**config.mk**
```make
export PLATFORM = sky130hd
export DESIGN_NAME = esh_bank
export DESIGN_NICKNAME = d
export VERILOG_FILES = /design/src/inc/esh_pkg.sv /design/src/hw/esh_bank.sv
export VERILOG_INCLUDE_DIRS = /design/src /design/src/inc
export SDC_FILE = /design/constraint.sdc
export NUM_CORES = 1
export LEC_CHECK = 0
export ABC_AREA = 1
export BUFFER_PORTS_ARGS = -buffer_cell sky130_fd_sc_hd__buf_2
export CORE_ASPECT_RATIO = 0.75
export CORE_UTILIZATION = 25
export CTS_CLUSTER_SIZE = 20
export DETAILED_ROUTE_END_ITERATION = 7
export HOLD_SLACK_MARGIN = 0.02
export SLEW_MARGIN = 30
export SYNTH_ARGS = -nofsm -noshare
export SYNTH_HDL_FRONTEND = slang
export SYNTH_SLANG_ARGS = --single-unit
```
**constraint.sdc**
```tcl
create_clock -name sys_clk_i -period 1.4 [get_ports sys_clk_i]
set_input_delay 0.28 -clock sys_clk_i [delete_from_list [all_inputs] [get_ports sys_clk_i]]
set_output_delay 0.28 -clock sys_clk_i [all_outputs]
set_load 0.1 [all_outputs]
```
**src/inc/esh_regs.svh**
```systemverilog
/*
 * Register offsets, field positions and reset values of the error SCI
 * enable, scratch storage and host error status bank.
 * Assumes inclusion by its bare name from the design file.
 */
`ifndef ESH_REGS_SVH
`define ESH_REGS_SVH

`define ESH_OFF_SCI_EN      8'hce
`define ESH_OFF_SCRATCH     8'hd0
`define ESH_OFF_HERR        8'he0
`define ESH_OFF_IRQ_STAT    8'hf0
`define ESH_OFF_IRQ_MASK    8'hf4

`define ESH_SCI_EN_RST      16'h0000
`define ESH_SCRATCH_RST     16'h0000
`define ESH_HERR_RST        16'h0000
`define ESH_SCI_EN_MASK     16'h001f

`define ESH_BIT_OOA         0
`define ESH_BIT_INV         1
`define ESH_BIT_BADTT       2
`define ESH_BIT_MBE         3
`define ESH_BIT_SBE         4
`define ESH_BIT_HOST_BUS_ERROR_SIGNAL        5
`define ESH_BIT_HOST_INTERNAL_ERROR_SIGNAL        6

`define ESH_HERR_HOST_BUS_ERROR_SIGNAL       15
`define ESH_HERR_HOST_INTERNAL_ERROR_SIGNAL       14

`define ESH_NUM_EV          5
`define ESH_NUM_IRQ         7

`endif

```
**src/inc/esh_pkg.sv**
```systemverilog
/*
 * Types shared by the error SCI enable and host status bank.
 * Assumes nothing beyond a SystemVerilog compiler.
 */
package esh_pkg;
    typedef logic [15:0] esh_word_t;
    typedef enum logic [0:0] {
        ESH_IDLE = 1'b0,
        ESH_ACK  = 1'b1
    } esh_bus_st_t;
endpackage : esh_pkg

```
**src/hw/esh_bank.sv**
```systemverilog
/*
 * Error SCI enable register, scratch storage and host error status
 * flags, reached over a classic Wishbone slave. Raises one-cycle SCI
 * message requests toward the downstream hub link.
 * Assumes event inputs are synchronous one-cycle pulses from core logic,
 * and the two host error signals are active-low pins from outside.
 */
`timescale 1ns/1ps
`include "esh_regs.svh"

// Function
// - Enable bit 4 sends SCI for AGP access outside aperture
// - Enable bit 3 sends SCI for invalid AGP low-region or above-memory access
// - Enable bit 2 sends SCI for invalid translation table entry
// - Enable bit 1 sends SCI on multi-bit ECC; keep clear without ECC
// - Enable bit 0 sends SCI on single-bit ECC; keep clear without ECC
// - Sixteen-bit scratch storage, plain read/write, no other effect
// - Host error register at offset e0, two bytes, resets to zero
// - Bit 15 sets on bus error signal, cleared by writing one
// - Bit 14 sets on internal error signal, cleared by writing one
module esh_bank
    import esh_pkg::*;
(
    input  wire logic        sys_clk_i,
    input  wire logic        rstn_i,
    input  wire logic        wb_cyc_i,
    input  wire logic        wb_stb_i,
    input  wire logic        wb_we_i,
    input  wire logic [7:0]  wb_adr_i,
    input  wire logic [3:0]  wb_sel_i,
    input  wire logic [31:0] wb_dat_i,
    output logic      [31:0] wb_dat_o,
    output logic             wb_ack_o,
    output logic             wb_err_o,
    input  wire logic        out_of_aperture_i,
    input  wire logic        invalid_gfx_access_i,
    input  wire logic        bad_translation_entry_i,
    input  wire logic        multibit_mem_error_i,
    input  wire logic        singlebit_mem_error_i,
    input  wire logic        host_bus_error_signal_n_i,
    input  wire logic        host_internal_error_signal_n_i,
    output logic             sci_msg_o,
    output logic [4:0]       sci_cause_o,
    output logic             irq_o
);

    ////////////////////////////////////////////////////////////////////
    // Registers
    esh_word_t                  sci_en_r;
    esh_word_t                  scratch_r;
    esh_word_t                  herr_r;
    logic [`ESH_NUM_IRQ-1:0]    irq_stat_r;
    logic [`ESH_NUM_IRQ-1:0]    irq_mask_r;
    esh_bus_st_t                bus_st_r;
    logic [31:0]                rdat_r;
    logic                       err_r;
    logic [1:0]                 host_bus_error_signal_sync_r;
    logic [1:0]                 host_internal_error_signal_sync_r;
    logic                       host_bus_error_signal_prev_r;
    logic                       host_internal_error_signal_prev_r;
    logic                       sci_msg_r;
    logic [4:0]                 sci_cause_r;

    ////////////////////////////////////////////////////////////////////
    // Bus decode
    wire        req        = wb_cyc_i & wb_stb_i & (bus_st_r == ESH_IDLE);
    wire        wr         = req & wb_we_i;
    wire        rd         = req & ~wb_we_i;
    wire        hit_sci    = (wb_adr_i == `ESH_OFF_SCI_EN);
    wire        hit_scr    = (wb_adr_i == `ESH_OFF_SCRATCH);
    wire        hit_herr   = (wb_adr_i == `ESH_OFF_HERR);
    wire        hit_ist    = (wb_adr_i == `ESH_OFF_IRQ_STAT);
    wire        hit_imk    = (wb_adr_i == `ESH_OFF_IRQ_MASK);
    wire        hit_any    = hit_sci | hit_scr | hit_herr | hit_ist | hit_imk;
    wire [15:0] lane_mask  = {{8{wb_sel_i[1]}}, {8{wb_sel_i[0]}}};
    wire [15:0] wdat       = wb_dat_i[15:0];

    ////////////////////////////////////////////////////////////////////
    // Host error pin synchronisers and edge detect
    wire        host_bus_error_signal_lvl   = ~host_bus_error_signal_sync_r[1];
    wire        host_internal_error_signal_lvl   = ~host_internal_error_signal_sync_r[1];
    wire        host_bus_error_signal_ev    = host_bus_error_signal_lvl & ~host_bus_error_signal_prev_r;
    wire        host_internal_error_signal_ev    = host_internal_error_signal_lvl & ~host_internal_error_signal_prev_r;

    always_ff @(posedge sys_clk_i or negedge rstn_i) begin
        if (!rstn_i) begin
            host_bus_error_signal_sync_r <= 2'h3;
            host_internal_error_signal_sync_r <= 2'h3;
            host_bus_error_signal_prev_r <= 1'b0;
            host_internal_error_signal_prev_r <= 1'b0;
        end else begin
            host_bus_error_signal_sync_r <= {host_bus_error_signal_sync_r[0], host_bus_error_signal_n_i};
            host_internal_error_signal_sync_r <= {host_internal_error_signal_sync_r[0], host_internal_error_signal_n_i};
            host_bus_error_signal_prev_r <= host_bus_error_signal_lvl;
            host_internal_error_signal_prev_r <= host_internal_error_signal_lvl;
        end
    end

    ////////////////////////////////////////////////////////////////////
    // SCI enable and scratch storage
    wire [15:0] sci_en_nxt = (wr && hit_sci) ?
        (((sci_en_r & ~lane_mask) | (wdat & lane_mask)) & `ESH_SCI_EN_MASK) : sci_en_r;
    wire [15:0] scratch_nxt = (wr && hit_scr) ?
        ((scratch_r & ~lane_mask) | (wdat & lane_mask)) : scratch_r;

    always_ff @(posedge sys_clk_i or negedge rstn_i) begin
        if (!rstn_i) begin
            sci_en_r  <= `ESH_SCI_EN_RST;
            scratch_r <= `ESH_SCRATCH_RST;
        end else begin
            sci_en_r  <= sci_en_nxt;
            scratch_r <= scratch_nxt;
        end
    end

    ////////////////////////////////////////////////////////////////////
    // Host error status, write one to clear, set wins
    wire        herr_wr    = wr & hit_herr & wb_sel_i[1];
    wire        host_bus_error_signal_clr   = herr_wr & wdat[`ESH_HERR_HOST_BUS_ERROR_SIGNAL];
    wire        host_internal_error_signal_clr   = herr_wr & wdat[`ESH_HERR_HOST_INTERNAL_ERROR_SIGNAL];
    wire        host_bus_error_signal_nxt   = host_bus_error_signal_ev | (herr_r[`ESH_HERR_HOST_BUS_ERROR_SIGNAL] & ~host_bus_error_signal_clr);
    wire        host_internal_error_signal_nxt   = host_internal_error_signal_ev | (herr_r[`ESH_HERR_HOST_INTERNAL_ERROR_SIGNAL] & ~host_internal_error_signal_clr);
    wire [15:0] herr_nxt   = {host_bus_error_signal_nxt, host_internal_error_signal_nxt, 14'h0000};

    always_ff @(posedge sys_clk_i or negedge rstn_i) begin
        if (!rstn_i) begin
            herr_r <= `ESH_HERR_RST;
        end else begin
            herr_r <= herr_nxt;
        end
    end

    ////////////////////////////////////////////////////////////////////
    // SCI message generation, one per cycle with an enabled event pulse
    logic [`ESH_NUM_EV-1:0] ev_vec;
    logic [`ESH_NUM_EV-1:0] sci_hit;
    assign ev_vec[`ESH_BIT_OOA]   = out_of_aperture_i;
    assign ev_vec[`ESH_BIT_INV]   = invalid_gfx_access_i;
    assign ev_vec[`ESH_BIT_BADTT] = bad_translation_entry_i;
    assign ev_vec[`ESH_BIT_MBE]   = multibit_mem_error_i;
    assign ev_vec[`ESH_BIT_SBE]   = singlebit_mem_error_i;

    genvar gi;
    generate
        for (gi = 0; gi < `ESH_NUM_EV; gi = gi + 1) begin : g_sci
            // Cause bit gi maps to enable bit 4-gi
            assign sci_hit[gi] = ev_vec[gi] & sci_en_r[4-gi];
        end
    endgenerate

    wire        sci_nxt    = |sci_hit;

    always_ff @(posedge sys_clk_i or negedge rstn_i) begin
        if (!rstn_i) begin
            sci_msg_r   <= 1'b0;
            sci_cause_r <= 5'h00;
        end else begin
            sci_msg_r   <= sci_nxt;
            sci_cause_r <= sci_hit;
        end
    end

    assign sci_msg_o   = sci_msg_r;
    assign sci_cause_o = sci_cause_r;

    ////////////////////////////////////////////////////////////////////
    // Interrupt status, cleared by read, set wins
    wire [`ESH_NUM_IRQ-1:0] irq_ev  = {host_internal_error_signal_ev, host_bus_error_signal_ev, sci_hit};
    wire                    ist_rd  = rd & hit_ist;
    wire [`ESH_NUM_IRQ-1:0] irq_stat_nxt = irq_ev | (ist_rd ? 7'h00 : irq_stat_r);
    wire [`ESH_NUM_IRQ-1:0] irq_mask_nxt = (wr && hit_imk && wb_sel_i[0]) ?
        wb_dat_i[`ESH_NUM_IRQ-1:0] : irq_mask_r;

    always_ff @(posedge sys_clk_i or negedge rstn_i) begin
        if (!rstn_i) begin
            irq_stat_r <= 7'h00;
            irq_mask_r <= 7'h00;
        end else begin
            irq_stat_r <= irq_stat_nxt;
            irq_mask_r <= irq_mask_nxt;
        end
    end

    assign irq_o = |(irq_stat_r & irq_mask_r);

    ////////////////////////////////////////////////////////////////////
    // Read mux and bus answer
    wire [31:0] rd_mux =
        hit_sci  ? {16'h0000, sci_en_r}  :
        hit_scr  ? {16'h0000, scratch_r} :
        hit_herr ? {16'h0000, herr_r}    :
        hit_ist  ? {25'h0000000, irq_stat_r} :
        hit_imk  ? {25'h0000000, irq_mask_r} : 32'h00000000;

    wire esh_bus_st_t bus_st_nxt = req ? ESH_ACK : ESH_IDLE;

    always_ff @(posedge sys_clk_i or negedge rstn_i) begin
        if (!rstn_i) begin
            bus_st_r <= ESH_IDLE;
            rdat_r   <= 32'h00000000;
            err_r    <= 1'b0;
        end else begin
            bus_st_r <= bus_st_nxt;
            rdat_r   <= rd ? rd_mux : 32'h00000000;
            err_r    <= req & ~hit_any;
        end
    end

    always_comb begin
        case (bus_st_r)
            ESH_IDLE: begin
                wb_ack_o = 1'b0;
                wb_err_o = 1'b0;
            end
            ESH_ACK: begin
                wb_ack_o = ~err_r;
                wb_err_o = err_r;
            end
            default: begin
                wb_ack_o = 1'b0;
                wb_err_o = 1'b0;
            end
        endcase
    end

    assign wb_dat_o = rdat_r;

endmodule : esh_bank

```
# Word-level counts from Yosys, hierarchy flattened
# Cells that the tools add are included.
[word_totals] register_bits=83 in_bits=56 out_inout_bits=41 wordCells=78
[classes] eq_ne=5 muxes=10 bitwise_logic=43 reduce_logical=6
[ops] op="$mux W16" n=4
[ops] op="$eq A8 B8 Y1 const B" n=5
[ops] op="$and A16 B16 Y16" n=2
[ops] op="$mux W7" n=3
[ops] op="$and A1 B1 Y1" n=19
[ops] op="$not A16 Y16" n=1
[ops] op="$or A16 B16 Y16" n=1
[ops] op="$not A1 Y1" n=10
[ops] op="$and A7 B7 Y7" n=1
[ops] op="$or A7 B7 Y7" n=1
[ops] op="$reduce_or A7 Y1" n=1
[ops] op="$or A1 B1 Y1" n=6
[ops] op="$and A5 B5 Y5" n=1
[ops] op="$or A5 B5 Y5" n=1
[ops] op="$reduce_or A5 Y1" n=1
[ops] op="$logic_and A1 B1 Y1" n=4
[ops] op="$pmux W1 S2" n=2
[ops] op="$mux W1" n=1

# Logic depth before layout (Yosys ltp)
# Gate-level depths: netlist of the first run.
[logic_depth] depth_word=9 depth_mapped=9 ltp_nobuf=9

# Worst setup path after synthesis of the first run
# Ideal clock, no wire load.
[synth_timing] kind="register to output" start="register bus_st_r" end="output wb_ack_o" t_arrival_ns=1.687 required_ns=1.120 setup_slack_ns=-0.567 path_stages_with_launch=3 n_path_buf=0 path_cell_list="dfrtp_1 > inv_1 > nor2_1"
[synth_between] elab_chain_cells=2
[synth_rtl] element="from (decl)" line="esh_bank.sv:54" text="esh_bus_st_t bus_st_r;"
[synth_rtl] element="from (signal assigned)" line="esh_bank.sv:203" text="bus_st_r <= bus_st_nxt;"
[synth_rtl] element="$not A1 Y1" line="esh_bank.sv:210" text="case (bus_st_r)"
[synth_rtl] element="$pmux W1 S2 (*)" line="esh_bank.sv:210"
[synth_rtl] element="to (decl)" line="esh_bank.sv:33" text="output logic wb_ack_o,"
# Mark *: on every way between the ends. The rest lies on a longest branch, timed or not.

# Worst setup path after layout of the first run
[layout_timing] start="register irq_mask_r[3]" end="output irq_o"
[layout_between] elab_chain_cells=2
[layout_rtl] element="from (decl)" line="esh_bank.sv:53" text="logic [`ESH_NUM_IRQ-1:0] irq_mask_r;"
[layout_rtl] element="from (signal assigned)" line="esh_bank.sv:180" text="irq_mask_r <= irq_mask_nxt;"
[layout_rtl] element="$and A7 B7 Y7" line="esh_bank.sv:184" text="assign irq_o = |(irq_stat_r & irq_mask_r);"
[layout_rtl] element="$reduce_or A7 Y1" line="esh_bank.sv:184"
[layout_rtl] element="to (decl)" line="esh_bank.sv:44" text="output logic irq_o"
# Every way passes these cells.

==> results.cfg, run 1 <==
[min_path]
whs_path_depth = 1
whs_endpoint = host_bus_error_signal_sync_r[0]
hold_path.class = input port to flip-flop
hp-start = host_bus_error_signal_n_i

[worst_setup_path]
startpoint_type = flip-flop
cpMostUsedCell = nand2_1
reg2reg_depth = 6
worstPathRequired_ns = 1.12
path_cells = nand2_1 -> nand2_1 -> a221oi_2 -> nand4_1 -> buf_8
worstPathMaxFanout = 2
cp-end-kind = output pin
rrSetupSlack_ns = 0.08
crit_type = flip-flop to output pin
r2r_end = irq_mask_r[0]
crit_arrival_ns = 1.43
slowest_delay_ns = 0.38
reg2reg_from = bus_st_r
critPathSlowestCell = dfrtp_1

[cells_and_area]
layout_commonest_cell = nand2_1
final_cells = 576
final_util = 0.342
syn_to_final_growth_pct = 32.5
most-common-layout-cells = nand2_1 (81), dfrtp_1 (63), buf_2 (53)
finalNetCount = 464
drive_gt1_frac = 0.354
design_area_mm2 = 0.00398
fillers = 1205

[power]
report.power.total_mw = 4.70
ir_drop_mv = 0.536
power_leakage_nw = 2.13
p_per_area_mw_per_mm2 = 1180

[logic_synthesis]
yosysUniqueCellTypes = 29
synthAdderAreaFrac = 0
ys_seq_area_frac = 0.560
ys_warn_count = 0
synth_area_mm2 = 0.00300
syn_inst = 325
synth_top_family_by_area = simple AND/OR/NAND/NOR gates
synth_compound_area_frac = 0.0908
synthXorXnorAreaFrac = 0
synth_mux_area_frac = 0
syn_area_per_cell_um2 = 9.24
synth_simple_gate_area_share = 0.244
ys_ff_latch = 67

[timing]
fin_worst_skew_ns = 0.00569
hold_viol = 0
rsz0062_at_grt = true
fin_ws_ns = -0.309
fmax_mhz = 585
slew_violations = 0
setup_violations = 1
min_period_ns = 1.71
fin_crit_sh = 1.22

[clock_tree]
cts_tree = yes
clk_latency_ns = 0.33
clkTransAtPathRegs_ns = 0.06
clock_sink_count = 67
cts_root_buf = clkbuf_16
numCtsBuffers = 9
htree_levels = 3
max-clock-path-buffers = 2
cts_setup_buffers = 0

[placement]
dpl.hpwl_um = 5280
dp_cells = 558
place_congestion = 0.825
place_area_mm2 = 0.00363
pre_cts_ws_ns = -0.0370
port_buffers = 62

[run_status]
violations = negative setup slack
status = finished, violations left

[drt]
first_pass_iters = 5
vias_per_cell = 4.04
wirelength_um = 7040
ant_nets = 0
vias = 2326
drt_iter0_markers = 117
drc = 0
wl_per_cell_um = 12.2

[grt]
grt_max_degree = 24
grt_pass1_wl_um = 11600
gr-total-overflow = 0
grt_pass1_vias = 2336
antenna_found_initial = 3
track_usage = 0.123

[die]
dieArea_mm2 = 0.0125
dieHeight_um = 96.9
die_w_um = 129
ios = 97
start_util = 0.258
num_rows = 34
core_mm2 = 0.0117

[job]
max_cap_viol_count = 0
-- how the worst max path moves through the flow --
stage | slack [ns] | endpoint | startpoint
after floorplan | -0.46 | irq_o | irq_mask_r[3]
after global placement | -0.03 | irq_o | irq_stat_r[3]
after detailed placement | -0.04 | irq_o | irq_stat_r[3]
after CTS | -0.33 | irq_o | irq_stat_r[3]
after global routing | -0.40 | irq_o | irq_mask_r[3]
final | -0.31 | irq_o | irq_mask_r[3]
-- timing repair --
item / in CTS / in global routing
hold buffers: 1 / 0
gates resized for setup: 4 / 9
endpoints found under the hold margin: 13 / 0
pin swaps: 3 / 2
endpoints found under the setup margin: 10 / 19
-- per-layer routing --
| layer | up-vias | share of wire | GRT usage |
|---|---|---|---|
| met1 | 1061 | 0.45 | 0.157 |
| met3 | 16 | 0.095 | 0.0465 |
| met5 | - | 0.0033 | 0 |
| met2 | 86 | 0.44 | 0.180 |
| li1 | 1159 | - | - |
| met4 | 4 | 0.017 | 0.0597 |
-- synth_stat cells --
| library cell | instances | area, um2 |
|---|---|---|
| a21oi_1 | 9 | 45.0 |
| a221oi_1 | 1 | 8.76 |
| and2_1 | 1 | 6.26 |
| and2_4 | 1 | 8.76 |
| buf_2 | 3 | 15.0 |
| buf_4 | 18 | 135 |
| buf_6 | 3 | 33.8 |
| conb_1 | 1 | 3.75 |
| dfrtp_1 | 63 | 1580 |
| dfstp_2 | 4 | 105 |
| inv_1 | 27 | 101 |
| inv_2 | 6 | 22.5 |
| inv_4 | 1 | 6.26 |
| nand2_1 | 82 | 308 |
| nand2_2 | 6 | 37.5 |
| nand2_4 | 4 | 45.0 |
| nand3_1 | 23 | 115 |
| nand3_2 | 1 | 10.0 |
| nand4_1 | 1 | 6.26 |
| nor2_1 | 26 | 97.6 |
| nor2_2 | 1 | 6.26 |
| nor2_4 | 4 | 45.0 |
| nor2_8 | 1 | 20.0 |
| nor3_1 | 4 | 20.0 |
| o21ai_0 | 7 | 35.0 |
| o21ai_1 | 11 | 55.1 |
| o21ai_2 | 14 | 123 |
| o22ai_1 | 1 | 6.26 |
| or2_2 | 1 | 6.26 |
-- final cells by class --
| class | instances | area, um2 | area share |
|---|---|---|---|
| antenna | 1 | 2.50 | 0.000629 |
| clock buffer | 9 | 225 | 0.0566 |
| clock inverter | 7 | 77.6 | 0.0195 |
| inverter | 34 | 130 | 0.0327 |
| multi-input combinational | 215 | 1090 | 0.273 |
| sequential | 67 | 1680 | 0.422 |
| tap | 162 | 203 | 0.0509 |
| timing repair buffer | 81 | 573 | 0.144 |
-- through the flow --
step           hold WS, ns  setup TNS (ns)
5_1_grt             0.0425          -0.419
3_3_place_gp         0.224         -0.0479
4_1_cts             0.0398          -0.331
2_1_floorplan      -0.0156          -0.560
3_5_place_dp         0.227          -0.167
6_report            0.0490          -0.309
-- report_power, final --
group	switching [mW]	internal, mW	total (mW)
clock	0.854	1.38	2.24
combinational	0.372	0.105	0.477
sequential	0.0144	1.97	1.98
total	1.24	3.46	4.70
-- logic make-up after synthesis --
logic type	after synthesis
and+or+nand+nor	156
AOI/OAI and AO/OA	43
other	1
DFF	67
buffers and inverters	58
-- worst max-delay path: cells and delay by family, from the launching register on --
family | cells | cell delay, ns
flip-flops | 1 | 0.38
AND/OR/NAND/NOR | 3 | 0.31
buffers and inverters | 1 | 0.22
AO/OA/AOI/OAI | 1 | 0.18
(Power assumes the default switching activity.)
==> inputs of run 2 (changes only) <==
--- a/config.mk
+++ b/config.mk
@@ -14,4 +14,5 @@
 export DETAILED_ROUTE_END_ITERATION = 7
 export HOLD_SLACK_MARGIN = 0.02
+export SETUP_SLACK_MARGIN = 0.5
 export SLEW_MARGIN = 30
 export SYNTH_ARGS = -nofsm -noshare
==> constraint.sdc (replaced) <==
create_clock -name sys_clk_i -period 1.4 [get_ports sys_clk_i]
set_input_delay 0.28 -clock sys_clk_i [delete_from_list [all_inputs] [get_ports sys_clk_i]]
set_output_delay 0.28 -clock sys_clk_i [all_outputs]
set_load 0.005 [all_outputs]
==> run 2 against run 1 <==
Compared with the run above: the run ends with negative hold slack, negative setup slack left; clock power decreased by 8%; maximum frequency rose by 5.7%; register-to-register slack about the same; power shrank 6.8%; critical path depth unchanged; sequential cell count did not move; sequential share of layout area decreased by 4.4 points; largest power group unchanged; highest routed layer is now met4.
==> results.cfg, run 2 (synthesis gave the netlist of run 1 again) <==
[timing]
setup_violations = 1
fmax_mhz = 619
hold_viol = 8
fin_crit_sh = 1.15
final.setup.tns_ns = -0.217
fin_ws_ns = -0.217
rsz0062_at_grt = true
fin_worst_skew_ns = 0.00603
hold_slack_ns = -0.129
slew_violations = 0
min_period_ns = 1.62

[drt]
vias_per_cell = 4.22
wl_per_cell_um = 13.3
first_pass_iters = 4
vias = 2484
drc = 0
ant_nets = 0
wirelength_um = 7840
drt_iter0_markers = 132

[grt]
antenna_found_initial = 1
track_usage = 0.128
grt_pass1_wl_um = 12200
gr-total-overflow = 0
grt_max_degree = 29
grt_pass1_vias = 2485

[clock_tree]
max-clock-path-buffers = 2
htree_levels = 3
cts_tree = yes
clkTransAtPathRegs_ns = 0.05
numCtsBuffers = 9
cts_root_buf = clkbuf_16
clk_latency_ns = 0.33
clock_sink_count = 67

[run_status]
status = finished, violations left
violations = negative hold slack, negative setup slack

[cells_and_area]
layout_commonest_cell = dfrtp_1
final_util = 0.381
finalNetCount = 476
drive_gt1_frac = 0.492
syn_to_final_growth_pct = 48.0
fillers = 1183
most-common-layout-cells = dfrtp_1 (63), buf_2 (62), nand2_1 (54)

[die]
dieHeight_um = 96.9
die_w_um = 129
core_mm2 = 0.0117
start_util = 0.258
dieArea_mm2 = 0.0125
ios = 97
num_rows = 34

[power]
power_leakage_nw = 2.25
ir_drop_mv = 0.601
p_per_area_mw_per_mm2 = 984

[worst_setup_path]
crit_type = flip-flop to output pin
worstPathRequired_ns = 1.12
startpoint_type = flip-flop
worstPathMaxFanout = 2
crit_arrival_ns = 1.34
cp-end-kind = output pin

[placement]
dpl.hpwl_um = 5290
port_buffers = 62
place_congestion = 0.843

[job]
max_cap_viol_count = 0

[min_path]
hold_path.class = input port to async pin
[run 2: cell types whose count changed in the layout (fill, tap and decap cells not counted), sizes merged]
cell         previous run  this run
buf                    76        89
bufinv                  1         0
clkbuf                 13        14
clkinv                  1         2
clkinvlp                4         1
diode                   1         2
dlygate4sd3             1         0
inv                    35        33
nand2                  92        95
nor2                   32        33
[run 2: report_power, final]
group	switching (mW)	total (mW)	internal [mW]	leakage [nW]
Clock	0.768	2.06	1.29	0.133
Sequential	0.0155	1.98	1.97	0.869
Combinational	0.203	0.332	0.129	1.24
[run 2: critical path, stage by stage (launching register included)]
cell	delay, ns
dfrtp_1	0.37
nand2_1	0.07
nand2_1	0.05
a221oi_2	0.19
nand4_1	0.16
buf_2	0.16
[run 2: path summary, 6_finish.rpt]
kind | startpoint | end | slack [ns] | cells after the start
setup / recovery | irq_stat_r[3] | irq_o | -0.22 | 5
hold / removal | rstn_i | irq_mask_r[2] | -0.13 | 1
setup reg to reg | bus_st_r | wb_dat_o[6] | 0.08 | 7
hold reg to reg | host_internal_error_signal_sync_r[0] | host_internal_error_signal_sync_r[1] | 0.35 | 0
max in group asynchronous | rstn_i | herr_r[14] | 1.02 | 2
min in group sys_clk_i | host_bus_error_signal_n_i | host_bus_error_signal_sync_r[0] | 0.06 | 1
[run 2: area by class of cell]
class / count / area [um2] / area share
Antenna cell: 2 / 5.00 / 0.00113
Clock buffer: 14 / 264 / 0.0594
Clock inverter: 2 / 12.5 / 0.00281
Inverter: 34 / 171 / 0.0386
Multi-Input combinational cell: 219 / 1520 / 0.342
Sequential cell: 67 / 1680 / 0.378
Tap cell: 162 / 203 / 0.0456
Timing Repair Buffer: 89 / 589 / 0.133
[run 2: routing by layer]
layer | routed length, um | up-vias | global-route usage
met5 | 0 | - | 0
met4 | 148 | 0 | 0.0652
met3 | 448 | 13 | 0.0243
met2 | 3810 | 70 | 0.201
met1 | 3430 | 1200 | 0.167
li1 | - | 1201 | -
[run 2: through the flow]
stage	power [mW]	cell area [um2]	setup WS, ns	hold slack (ns)	instances
3_3_place_gp	2.28	3670	-0.0286	0.222	555
2_1_floorplan	2.16	3230	0.207	-0.0156	340
5_1_grt	4.53	4440	-0.277	-0.111	588
3_5_place_dp	2.29	3670	-0.0658	0.224	555
6_report	4.37	4450	-0.217	-0.129	589
4_1_cts	4.40	4240	-0.232	-0.126	583
[run 2: timing repair]
item	4_1_cts	5_1_grt
gates cloned	3	1
buffers inserted	9	3
setup endpoints to repair	80	80
hold endpoints to repair	8	8
resized for setup	50	38
pin swaps	22	19
